File: src/hdl/dbs_cfg.svh
// Constants for the bus-sharing transfer controller
`ifndef DBS_CFG_SVH
`define DBS_CFG_SVH
`define DBS_AW          20
`define DBS_DW          16
`define DBS_SZW         16
`define DBS_BURST_WIN   4'hA
`define DBS_BURST_DMA   4'h8
`define DBS_QUIET_CYC   2'h3
`define DBS_LOW16_MASK  20'h0FFFF
`define DBS_MODE_SINGLE 2'h0
`define DBS_MODE_BLOCK  2'h1
`define DBS_MODE_BURST  2'h2
`endif

File: src/hdl/dbs_pkg.sv
// Types for the bus-sharing transfer controller
package dbs_pkg;
	typedef enum logic [1:0] {DBS_IDLE, DBS_READ, DBS_WRITE} dbs_state_t;
endpackage

File: src/hdl/dbs_buf2.sv
// Two-entry valid/ready buffer for transfer data
`timescale 1ns/1ps
module dbs_buf2 #(
	parameter int W = 16
) (
	// Clock and reset
	input  wire logic         clk,
	input  wire logic         rst_n,
	// Fill side
	input  wire logic         in_valid,
	output logic              in_ready,
	input  wire logic [W-1:0] in_data,
	// Drain side
	output logic              out_valid,
	input  wire logic         out_ready,
	output logic [W-1:0]      out_data
);
	logic [W-1:0] mem [2];   // Storage
	logic         wp, rp;    // Pointers
	logic [1:0]   cnt;       // Fill level
	wire push = in_valid & in_ready;
	wire pop  = out_valid & out_ready;
	assign in_ready  = (cnt != 2'h2);
	assign out_valid = (cnt != 2'h0);
	assign out_data  = mem[rp];
	// Pointer and level update
	always_ff @(posedge clk or negedge rst_n) begin
		if (!rst_n) begin
			wp  <= 1'b0;
			rp  <= 1'b0;
			cnt <= 2'h0;
		end else begin
			if (push) wp <= ~wp;
			if (pop) rp <= ~rp;
			cnt <= cnt + {1'b0, push} - {1'b0, pop};
		end
	end
	// Data store, no reset needed
	always_ff @(posedge clk) begin
		if (push) mem[wp] <= in_data;
	end
endmodule

File: src/hdl/dbs_areg.sv
// Guarded 20-bit channel address register
`timescale 1ns/1ps
`include "dbs_cfg.svh"
module dbs_areg (
	// Clock and reset
	input  wire logic                 clk,
	input  wire logic                 rst_n,
	// Software write
	input  wire logic                 wr_full,
	input  wire logic                 wr_word,
	input  wire logic [`DBS_AW-1:0]   wr_data,
	// Controller advance
	input  wire logic                 step,
	input  wire logic [`DBS_AW-1:0]   step_val,
	// Value
	output logic [`DBS_AW-1:0]        q
);
	// Software write beats the controller step in the same cycle
	always_ff @(posedge clk or negedge rst_n) begin
		if (!rst_n) q <= '0;
		else if (wr_full) q <= wr_data;                 // see RULE4
		else if (wr_word) q <= wr_data & `DBS_LOW16_MASK; // see RULE5
		else if (step) q <= step_val;
	end
endmodule

File: src/hdl/dbs_ctrl.sv
// Transfer channel with bus sharing and halt handover
`timescale 1ns/1ps
`include "dbs_cfg.svh"
// How it works
// RULE1: Repeat mode reloads size, restarts unless disabled
// RULE2: Burst block gives eight of ten cycles
// RULE3: Halt allowed after three quiet cycles, idle core
// RULE4: Address write never torn by a transfer
// RULE5: Word write loads only low sixteen bits
// RULE6: Software sets hold-off or disables before access
// RULE7: No transfer during core flag read-modify-write
// RULE8: No stack write during risky stack instructions
// RULE9: Never access a peripheral asserting wait
// RULE10: Channel wins at boundary, returns bus promptly
module dbs_ctrl #(
	parameter int SZW = `DBS_SZW
) (
	// Clock and reset
	input  wire logic               CLOCK,
	input  wire logic               RESETN,
	// Channel configuration
	input  wire logic               CHANNEL_ENABLE,
	input  wire logic               REPEAT_MODE,
	input  wire logic [1:0]         XFER_MODE,
	input  wire logic               RMW_HOLD_OFF,
	input  wire logic [SZW-1:0]     SIZE_LOAD,
	input  wire logic               TRIGGER,
	// Address register writes
	input  wire logic               SRC_WR_FULL,
	input  wire logic               SRC_WR_WORD,
	input  wire logic               DST_WR_FULL,
	input  wire logic               DST_WR_WORD,
	input  wire logic [`DBS_AW-1:0] ADDR_WDATA,
	// Core status
	input  wire logic               CPU_BUS_REQ,
	input  wire logic               CPU_BOUNDARY,
	input  wire logic               CPU_RMW_FLAG,
	input  wire logic               CPU_STACK_RISK,
	input  wire logic [`DBS_AW-1:0] STACK_LOW,
	// System bus
	input  wire logic               PERIPH_WAIT,
	input  wire logic [`DBS_DW-1:0] BUS_RDATA,
	// Outputs
	output logic                    BUS_GRANT,
	output logic                    BUS_RD,
	output logic                    BUS_WR,
	output logic [`DBS_AW-1:0]      BUS_ADDR,
	output logic [`DBS_DW-1:0]      BUS_WDATA,
	output logic                    HALT_OK,
	output logic                    BUSY,
	output logic [SZW-1:0]          TRANSFER_SIZE_COUNTER,
	output logic [`DBS_AW-1:0]      CHANNEL_SOURCE_ADDRESS,
	output logic [`DBS_AW-1:0]      CHANNEL_DESTINATION_ADDRESS
);
	//----------------------------------------
	// State
	//----------------------------------------
	dbs_pkg::dbs_state_t state, next_state; // Transfer phase
	logic [SZW-1:0] size_cnt;   // Remaining words
	logic           active;     // Block in progress
	logic [3:0]     win_cnt;    // Burst window position
	logic [1:0]     quiet;      // Cycles since last request
	logic           req_q;      // Registered request
	logic [`DBS_AW-1:0] src, dst; // Address values
	logic           buf_in_rdy, buf_out_vld;
	logic [`DBS_DW-1:0] buf_out;

	//----------------------------------------
	// Decode
	//----------------------------------------
	// Any software touch of address registers blocks transfers
	wire addr_wr  = SRC_WR_FULL | SRC_WR_WORD | DST_WR_FULL | DST_WR_WORD;
	// Burst mode leaves the last two window slots to the core
	wire in_dma_slot = (XFER_MODE != `DBS_MODE_BURST) ||
		(win_cnt < `DBS_BURST_DMA);                       // see RULE2
	// Stack writes wait out the risky stack instructions
	wire stack_hit = (dst >= STACK_LOW) & CPU_STACK_RISK;  // see RULE8
	// Conditions under which the bus may be touched at all
	wire safe      = CPU_BOUNDARY & ~CPU_RMW_FLAG & ~addr_wr
		& ~PERIPH_WAIT & ~RMW_HOLD_OFF;            // see RULE4 RULE7 RULE9
	// Request: block running, enabled and inside a slot
	wire want      = active & CHANNEL_ENABLE & in_dma_slot;
	// Accesses only in the controller's own slots, never when disabled
	wire do_read   = (state == dbs_pkg::DBS_READ) & safe & buf_in_rdy
		& want;                                     // see RULE2
	wire do_write  = (state == dbs_pkg::DBS_WRITE) & safe & buf_out_vld
		& want & ~stack_hit;                        // see RULE2 RULE8
	// A word read by a cancelled block is thrown away, never written
	wire drop      = ~active & buf_out_vld;
	// Final word of the block
	wire last      = do_write & (size_cnt == {{(SZW-1){1'b0}}, 1'b1});
	// The request towards the core side is the want term itself
	wire bus_req   = want;                              // see RULE10
	// Address steps, one word each
	wire [`DBS_AW-1:0] src_inc = src + 20'h00001;
	wire [`DBS_AW-1:0] dst_inc = dst + 20'h00001;

	//----------------------------------------
	// Address registers
	//----------------------------------------
	dbs_areg u_src (
		.clk(CLOCK), .rst_n(RESETN),
		.wr_full(SRC_WR_FULL), .wr_word(SRC_WR_WORD),
		.wr_data(ADDR_WDATA), .step(do_read), .step_val(src_inc),
		.q(src)
	);
	dbs_areg u_dst (
		.clk(CLOCK), .rst_n(RESETN),
		.wr_full(DST_WR_FULL), .wr_word(DST_WR_WORD),
		.wr_data(ADDR_WDATA), .step(do_write), .step_val(dst_inc),
		.q(dst)
	);

	//----------------------------------------
	// Data buffer
	//----------------------------------------
	// Holds at most one word, since reads and writes alternate
	dbs_buf2 #(.W(`DBS_DW)) u_buf (
		.clk(CLOCK), .rst_n(RESETN),
		.in_valid(do_read), .in_ready(buf_in_rdy), .in_data(BUS_RDATA),
		.out_valid(buf_out_vld), .out_ready(do_write | drop),
		.out_data(buf_out)
	);

	//----------------------------------------
	// Next state
	//----------------------------------------
	// Read and write alternate, one word at a time
	always_comb begin
		next_state = state;
		case (state)
			dbs_pkg::DBS_IDLE:  if (want) next_state = dbs_pkg::DBS_READ;
			dbs_pkg::DBS_READ:  begin
				if (!want) next_state = dbs_pkg::DBS_IDLE;
				else if (do_read) next_state = dbs_pkg::DBS_WRITE;
			end
			dbs_pkg::DBS_WRITE: begin
				if (!active) next_state = dbs_pkg::DBS_IDLE;
				else if (do_write) next_state = want ? dbs_pkg::DBS_READ
					: dbs_pkg::DBS_IDLE;
			end
			default: next_state = dbs_pkg::DBS_IDLE;
		endcase
	end

	//----------------------------------------
	// Sequencing
	//----------------------------------------
	// Block start, size count, repeat reload
	always_ff @(posedge CLOCK or negedge RESETN) begin
		if (!RESETN) begin
			state    <= dbs_pkg::DBS_IDLE;
			size_cnt <= '0;
			active   <= 1'b0;
		end else begin
			state <= next_state;
			// Disabling cancels the block at once
			if (!CHANNEL_ENABLE) active <= 1'b0;
			// Last word: reload, carry on only in repeat mode
			else if (last) begin
				size_cnt <= SIZE_LOAD;                   // see RULE1
				active   <= REPEAT_MODE;                 // see RULE1
			end else if (!active && TRIGGER) begin
				size_cnt <= SIZE_LOAD;
				active   <= (SIZE_LOAD != '0);
			end else if (do_write)
				size_cnt <= size_cnt - {{(SZW-1){1'b0}}, 1'b1};
		end
	end

	// Burst window: eight controller slots then two core slots
	always_ff @(posedge CLOCK or negedge RESETN) begin
		if (!RESETN) win_cnt <= 4'h0;
		else if (XFER_MODE != `DBS_MODE_BURST || !active) win_cnt <= 4'h0;
		else if (win_cnt == `DBS_BURST_WIN - 4'h1) win_cnt <= 4'h0; // see RULE2
		else win_cnt <= win_cnt + 4'h1;
	end

	// Quiet counter for debug halt handover
	always_ff @(posedge CLOCK or negedge RESETN) begin
		if (!RESETN) begin
			quiet <= 2'h0;
			req_q <= 1'b0;
		end else begin
			req_q <= bus_req;
			if (bus_req) quiet <= 2'h0;
			else if (quiet != `DBS_QUIET_CYC) quiet <= quiet + 2'h1; // see RULE3
		end
	end

	// Registered bus outputs
	always_ff @(posedge CLOCK or negedge RESETN) begin
		if (!RESETN) begin
			BUS_GRANT <= 1'b0;
			BUS_RD    <= 1'b0;
			BUS_WR    <= 1'b0;
			BUS_ADDR  <= '0;
			BUS_WDATA <= '0;
			HALT_OK   <= 1'b0;
			BUSY      <= 1'b0;
			TRANSFER_SIZE_COUNTER       <= '0;
			CHANNEL_SOURCE_ADDRESS      <= '0;
			CHANNEL_DESTINATION_ADDRESS <= '0;
		end else begin
			// Grant follows the request at core boundaries, whatever the other safe terms
			BUS_GRANT <= bus_req & CPU_BOUNDARY;        // see RULE10
			BUS_RD    <= do_read;
			BUS_WR    <= do_write;
			BUS_ADDR  <= do_write ? dst : src;
			BUS_WDATA <= buf_out;
			// Halt permit after three quiet cycles and an idle core
			HALT_OK   <= (quiet == `DBS_QUIET_CYC) & ~bus_req
				& ~CPU_BUS_REQ;                          // see RULE3
			// State views for software, one cycle late
			BUSY      <= active;
			TRANSFER_SIZE_COUNTER       <= size_cnt;
			CHANNEL_SOURCE_ADDRESS      <= src;
			CHANNEL_DESTINATION_ADDRESS <= dst;
		end
	end

	//----------------------------------------
	// Checks
	//----------------------------------------
	// Access gating
	a_no_wait_access: assert property ( // see RULE9
		@(posedge CLOCK) disable iff (!RESETN)
		PERIPH_WAIT |=> !BUS_RD && !BUS_WR)
		else $error("access during wait");
	a_no_rmw_xfer: assert property ( // see RULE7
		@(posedge CLOCK) disable iff (!RESETN)
		CPU_RMW_FLAG |=> !BUS_RD && !BUS_WR)
		else $error("access during flag rmw");
	a_holdoff_block: assert property ( // see RULE6
		@(posedge CLOCK) disable iff (!RESETN)
		RMW_HOLD_OFF |=> !BUS_RD && !BUS_WR)
		else $error("access during hold-off");
	a_addr_wr_block: assert property ( // see RULE4
		@(posedge CLOCK) disable iff (!RESETN)
		addr_wr |=> !BUS_RD && !BUS_WR)
		else $error("access during address write");
	a_boundary_only: assert property ( // see RULE10
		@(posedge CLOCK) disable iff (!RESETN)
		!CPU_BOUNDARY |=> !BUS_RD && !BUS_WR)
		else $error("access away from a boundary");
	a_off_no_access: assert property ( // see RULE1
		@(posedge CLOCK) disable iff (!RESETN)
		!CHANNEL_ENABLE |=> !BUS_RD && !BUS_WR)
		else $error("access while disabled");
	a_burst_gap: assert property ( // see RULE2
		@(posedge CLOCK) disable iff (!RESETN)
		(XFER_MODE == `DBS_MODE_BURST && win_cnt >= `DBS_BURST_DMA)
		|=> !BUS_RD && !BUS_WR)
		else $error("burst used core slot");
	a_stack_safe: assert property ( // see RULE8
		@(posedge CLOCK) disable iff (!RESETN)
		stack_hit |=> !BUS_WR)
		else $error("stack write in risky instr");
	a_grant_drop: assert property ( // see RULE10
		@(posedge CLOCK) disable iff (!RESETN)
		!bus_req |=> !BUS_GRANT)
		else $error("bus kept after requests");
	// Halt handover
	a_halt_quiet: assert property ( // see RULE3
		@(posedge CLOCK) disable iff (!RESETN)
		HALT_OK |-> !$past(req_q) && !$past(CPU_BUS_REQ))
		else $error("halt while bus busy");
	a_halt_after3: assert property ( // see RULE3
		@(posedge CLOCK) disable iff (!RESETN)
		req_q |-> ##1 !HALT_OK ##1 !HALT_OK)
		else $error("halt too early");
	a_halt_core: assert property ( // see RULE3
		@(posedge CLOCK) disable iff (!RESETN)
		CPU_BUS_REQ |=> !HALT_OK)
		else $error("halt while core wants bus");
	a_halt_no_access: assert property ( // see RULE3
		@(posedge CLOCK) disable iff (!RESETN)
		HALT_OK |-> !BUS_RD && !BUS_WR)
		else $error("halt during an access");
	// Block sequencing
	a_repeat_reload: assert property ( // see RULE1
		@(posedge CLOCK) disable iff (!RESETN)
		(last && CHANNEL_ENABLE) |=> size_cnt == $past(SIZE_LOAD)
		&& active == $past(REPEAT_MODE))
		else $error("repeat reload wrong");
	a_trigger_load: assert property ( // see RULE1
		@(posedge CLOCK) disable iff (!RESETN)
		(TRIGGER && CHANNEL_ENABLE && !active)
		|=> size_cnt == $past(SIZE_LOAD))
		else $error("size not loaded at start");
	// Address registers
	a_word_low16: assert property ( // see RULE5
		@(posedge CLOCK) disable iff (!RESETN)
		(SRC_WR_WORD && !SRC_WR_FULL) |=> src[19:16] == 4'h0)
		else $error("word write above 64K");
	a_full_intact: assert property ( // see RULE4
		@(posedge CLOCK) disable iff (!RESETN)
		DST_WR_FULL |=> dst == $past(ADDR_WDATA))
		else $error("address write torn");
	// Scenarios worth seeing
	c_repeat: cover property (@(posedge CLOCK) last && REPEAT_MODE);
	c_burst: cover property (@(posedge CLOCK)
		XFER_MODE == `DBS_MODE_BURST && win_cnt == 4'h9);
	c_halt: cover property (@(posedge CLOCK) HALT_OK);
	c_stack_wait: cover property (@(posedge CLOCK) stack_hit && buf_out_vld);
	c_cancel: cover property (@(posedge CLOCK) drop);
endmodule

File: config.mk
export PLATFORM = sky130hd
export DESIGN_NAME = dbs_ctrl
export DESIGN_NICKNAME = d
export VERILOG_FILES = /design/src/hdl/dbs_pkg.sv /design/src/hdl/dbs_buf2.sv /design/src/hdl/dbs_areg.sv /design/src/hdl/dbs_ctrl.sv
export VERILOG_INCLUDE_DIRS = /design/src /design/src/hdl
export SDC_FILE = /design/constraint.sdc
export NUM_CORES = 1
export LEC_CHECK = 0
export CAP_MARGIN = 20
export CELL_PAD_IN_SITES_DETAIL_PLACEMENT = 0
export CELL_PAD_IN_SITES_GLOBAL_PLACEMENT = 2
export CORE_ASPECT_RATIO = 1.1
export CORE_UTILIZATION = 40
export CTS_CLUSTER_DIAMETER = 60
export CTS_CLUSTER_SIZE = 20
export DETAILED_ROUTE_END_ITERATION = 6
export DONT_BUFFER_PORTS = 1
export PLACE_DENSITY_LB_ADDON = 0.1
export SLEW_MARGIN = 25
export SYNTH_ARGS = -nofsm -noshare
export SYNTH_HDL_FRONTEND = slang
export SYNTH_SLANG_ARGS = --single-unit
export TNS_END_PERCENT = 100
File: constraint.sdc
create_clock -name CLOCK -period 3.9 [get_ports CLOCK]
set_clock_uncertainty 0.1 [all_clocks]
set_input_delay 0.195 -clock CLOCK [delete_from_list [all_inputs] [get_ports CLOCK]]
set_output_delay 0.195 -clock CLOCK [all_outputs]
set_load 0.05 [all_outputs]
==> results.cfg <==
[yosys]
yosys_warnings = 0
synthFlopType = dfrtp_1
ys_types = 54
synth_top_area_frac = 0.498
async_flop_share = 0.838
synthTopCellsByArea = dfrtp_1 (50%), edfxtp_1 (12%), nand2_1 (5.3%), ha_1 (4.3%), a21oi_1 (2.9%)
mappedNetlistNets = 872
synth_seq_cells = 198
yosysSeqAreaShare = 0.613
synth-edff-count = 32
syn_area_mm2 = 0.00834
syn_area_per_cell_um2 = 11.1
netlist_instances = 754
yosysTopAreaCell = dfrtp_1

[detailed_routing]
wl_per_cell_um = 20.2
final_antenna_net_count = 0
vias = 5997
via_per_inst = 5.40
route.detailed.drc = 0
drtPass1Iterations = 4
wirelength_mm = 22.5
drt-initial-drc-count = 452

[critical_path]
critPathMaxFanout = 14
crit_top_cell = dlygate4sd3_1
crit_arrival_ps = 3840
end_kind = flop
critical_path.cell_chain = dlygate4sd3_1, nor4b_4, dlygate4sd3_1, o2111ai_1, or3_1, buf_4, or3_1, nor2_1, xnor2_1, o21ai_0, dlygate4sd3_1
cp_slowest_stage_delay_ps = 630
cp-start-kind = input pin
crit_required_ps = 4120
crit_type = input pin to flop
crit_slowest_cell = dlygate4sd3_1
regToRegSetupSlack_ps = 330

[final_layout]
drive_above_1_share = 0.0912
final_cells = 1111
n_fill_cell = 1859
num_antenna_cells = 0
area_growth_pct = 21.3
design_area_mm2 = 0.0101
layout_commonest_cell = dfrtp_1
layout_common_cells = dfrtp_1 (166), nand2_1 (118), dlygate4sd3_1 (72), nor2_1 (52), a21oi_1 (47)
post-route-util = 0.494
layout.nets = 960

[sta]
setup_tns_ps = 0
fin_crit_ps = 3620
setup_viol_count_final = 0
finalHoldViolations = 166
fmax_ghz = 0.276
worst_slew_pin_slew_ps = 832
relSlewSlack = 0.445
period_share = 0.929
hold_ws_ps = -651
maxSlewViolCount = 0
grt_setup_unrepaired = false

[grt]
grt_use_total = 0.216
grt_overflow_total = 0
grt_pass1_vias = 6050
antenna_found_initial = 0
grt_pass1_wl_mm = 35.1
grt_max_degree = 167

[floorplan]
initial_core_util = 0.407
die-area_mm2 = 0.0214
io_pins = 186
rows = 55
core_region_area_mm2 = 0.0205
fp.dieH_um = 153
die_w_um = 140

[outcome]
status = finished with violations
violations = negative hold slack

[power_and_ir_drop]
pwr_density_cell_mw_per_mm2 = 548
ir_worst_vdd_mv = 0.298
leakagePower_nw = 4.35

[min_path]
min_path_type = input pin to asynchronous set/reset pin

[clock_tree]
cts.reportedPaths.clkPinSlew_ps = 80
cts-root-buf = clkbuf_16
ctsHoldBuffers = 72
cts_buffers = 17
cts_buffer_depth = 2
clkSinkCount = 198
clk_latency_ps = 440
cts_tree = yes
htree_num_levels = 4

[place]
dp.cells = 1007
place_congestion = 0.874
placed_area_mm2 = 0.00873
io_buffers = 0
dp_hpwl_mm = 15.4

[run]
maxCapViolations = 0
## state kept, by name (all words and copies together), names as in the netlist, 4 cells and up
register	count
u_dst.q	20
BUS_ADDR	20
CHANNEL_SOURCE_ADDRESS	20
CHANNEL_DESTINATION_ADDRESS	20
u_src.q	20
u_buf.mem	32
TRANSFER_SIZE_COUNTER	16
BUS_WDATA	16
size_cnt	16
win_cnt	4
## what timing repair did
action                                 4_1_cts  5_1_grt
buffers inserted                             0        0
endpoints found under the hold margin      263      166
setup endpoints to repair                    0        2
resized for setup                            0        2
## path summary, 6_finish.rpt
check / start / to / cells past startpoint
min in group CLOCK: CHANNEL_ENABLE / quiet[1] / 2
max reg2reg: u_dst.q[15] / u_dst.q[17] / 10
max: RMW_HOLD_OFF / u_src.q[19] / 11
min: RESETN / CHANNEL_SOURCE_ADDRESS[14] / 0
max in group asynchronous: RESETN / BUS_WDATA[1] / 0
min reg2reg: size_cnt[14] / TRANSFER_SIZE_COUNTER[14] / 0
## cell usage after synthesis (all sizes together) (2+ instances only)
library cell	instances
dfrtp	166
nand2	118
nor2	52
a21oi	48
o21ai	48
inv	45
edfxtp	32
ha	29
nand3	19
xnor2	17
mux2	16
nor3	16
clkbuf	15
mux2i	14
nor4	14
xor2	12
nand4	11
o22ai	9
a22oi	7
buf	7
and3	5
or3	5
and2	3
nand2b	3
nor3b	3
nor4b	3
o2111ai	3
o2bb2ai	3
o31ai	3
or2	3
a221o	2
a31oi	2
and4	2
nor2b	2
o211ai	2
o41ai	2
## cell type report
cell class / count / area, um^2 / area share
Inverter: 46 / 173 / 0.0171
Clock buffer: 17 / 425 / 0.0420
Multi-Input combinational cell: 488 / 3000 / 0.296
Sequential cell: 198 / 5110 / 0.505
Tap cell: 256 / 320 / 0.0316
Clock inverter: 15 / 225 / 0.0223
Timing Repair Buffer: 91 / 863 / 0.0853
## power by group
part | switching, W | internal [W] | total [W]
clock network | 0.000975 | 0.000917 | 0.00189
logic | 0.000267 | 0.000290 | 0.000557
registers | 0.000759 | 0.00234 | 0.00310
total | 0.00200 | 0.00355 | 0.00555
## routing by layer
metal  wire [um]  vias up  share of wire  track usage
li1            -     2805              -            -
met1       11300     2988           0.50        0.328
met2        9720      192           0.43        0.312
met3        1240       12          0.055       0.0501
met4         173        0         0.0077       0.0455
met5           0        -              0            0
## metrics by stage
step,setup WS [ps],power (W),hold slack [ps]
2_1_floorplan,824,0.00343,-201
3_3_place_gp,701,0.00360,-197
3_5_place_dp,599,0.00362,-196
4_1_cts,68.0,0.00559,-674
5_1_grt,63.7,0.00577,-679
6_report,277,0.00555,-651
## cell families (layout without fill, tap and decap cells)
family	after synthesis	count (layout)	synth area share
muxes	30	30	0.0384
DFF	198	198	0.613
buffers and inverters	68	169	0.0319
AOI/OAI and AO/OA	139	139	0.0984
and+or+nand+nor	261	261	0.144
xor gates and xnor gates	29	29	0.0304
adders and majority gates	29	29	0.0435
## critical path: cells and delay by family
family	cells	cell delay (ps)
compound gates	2	210
xor+xnor	1	130
buf+inv	4	1980
simple gates	4	1330
Power figures use the tool's default switching activity.
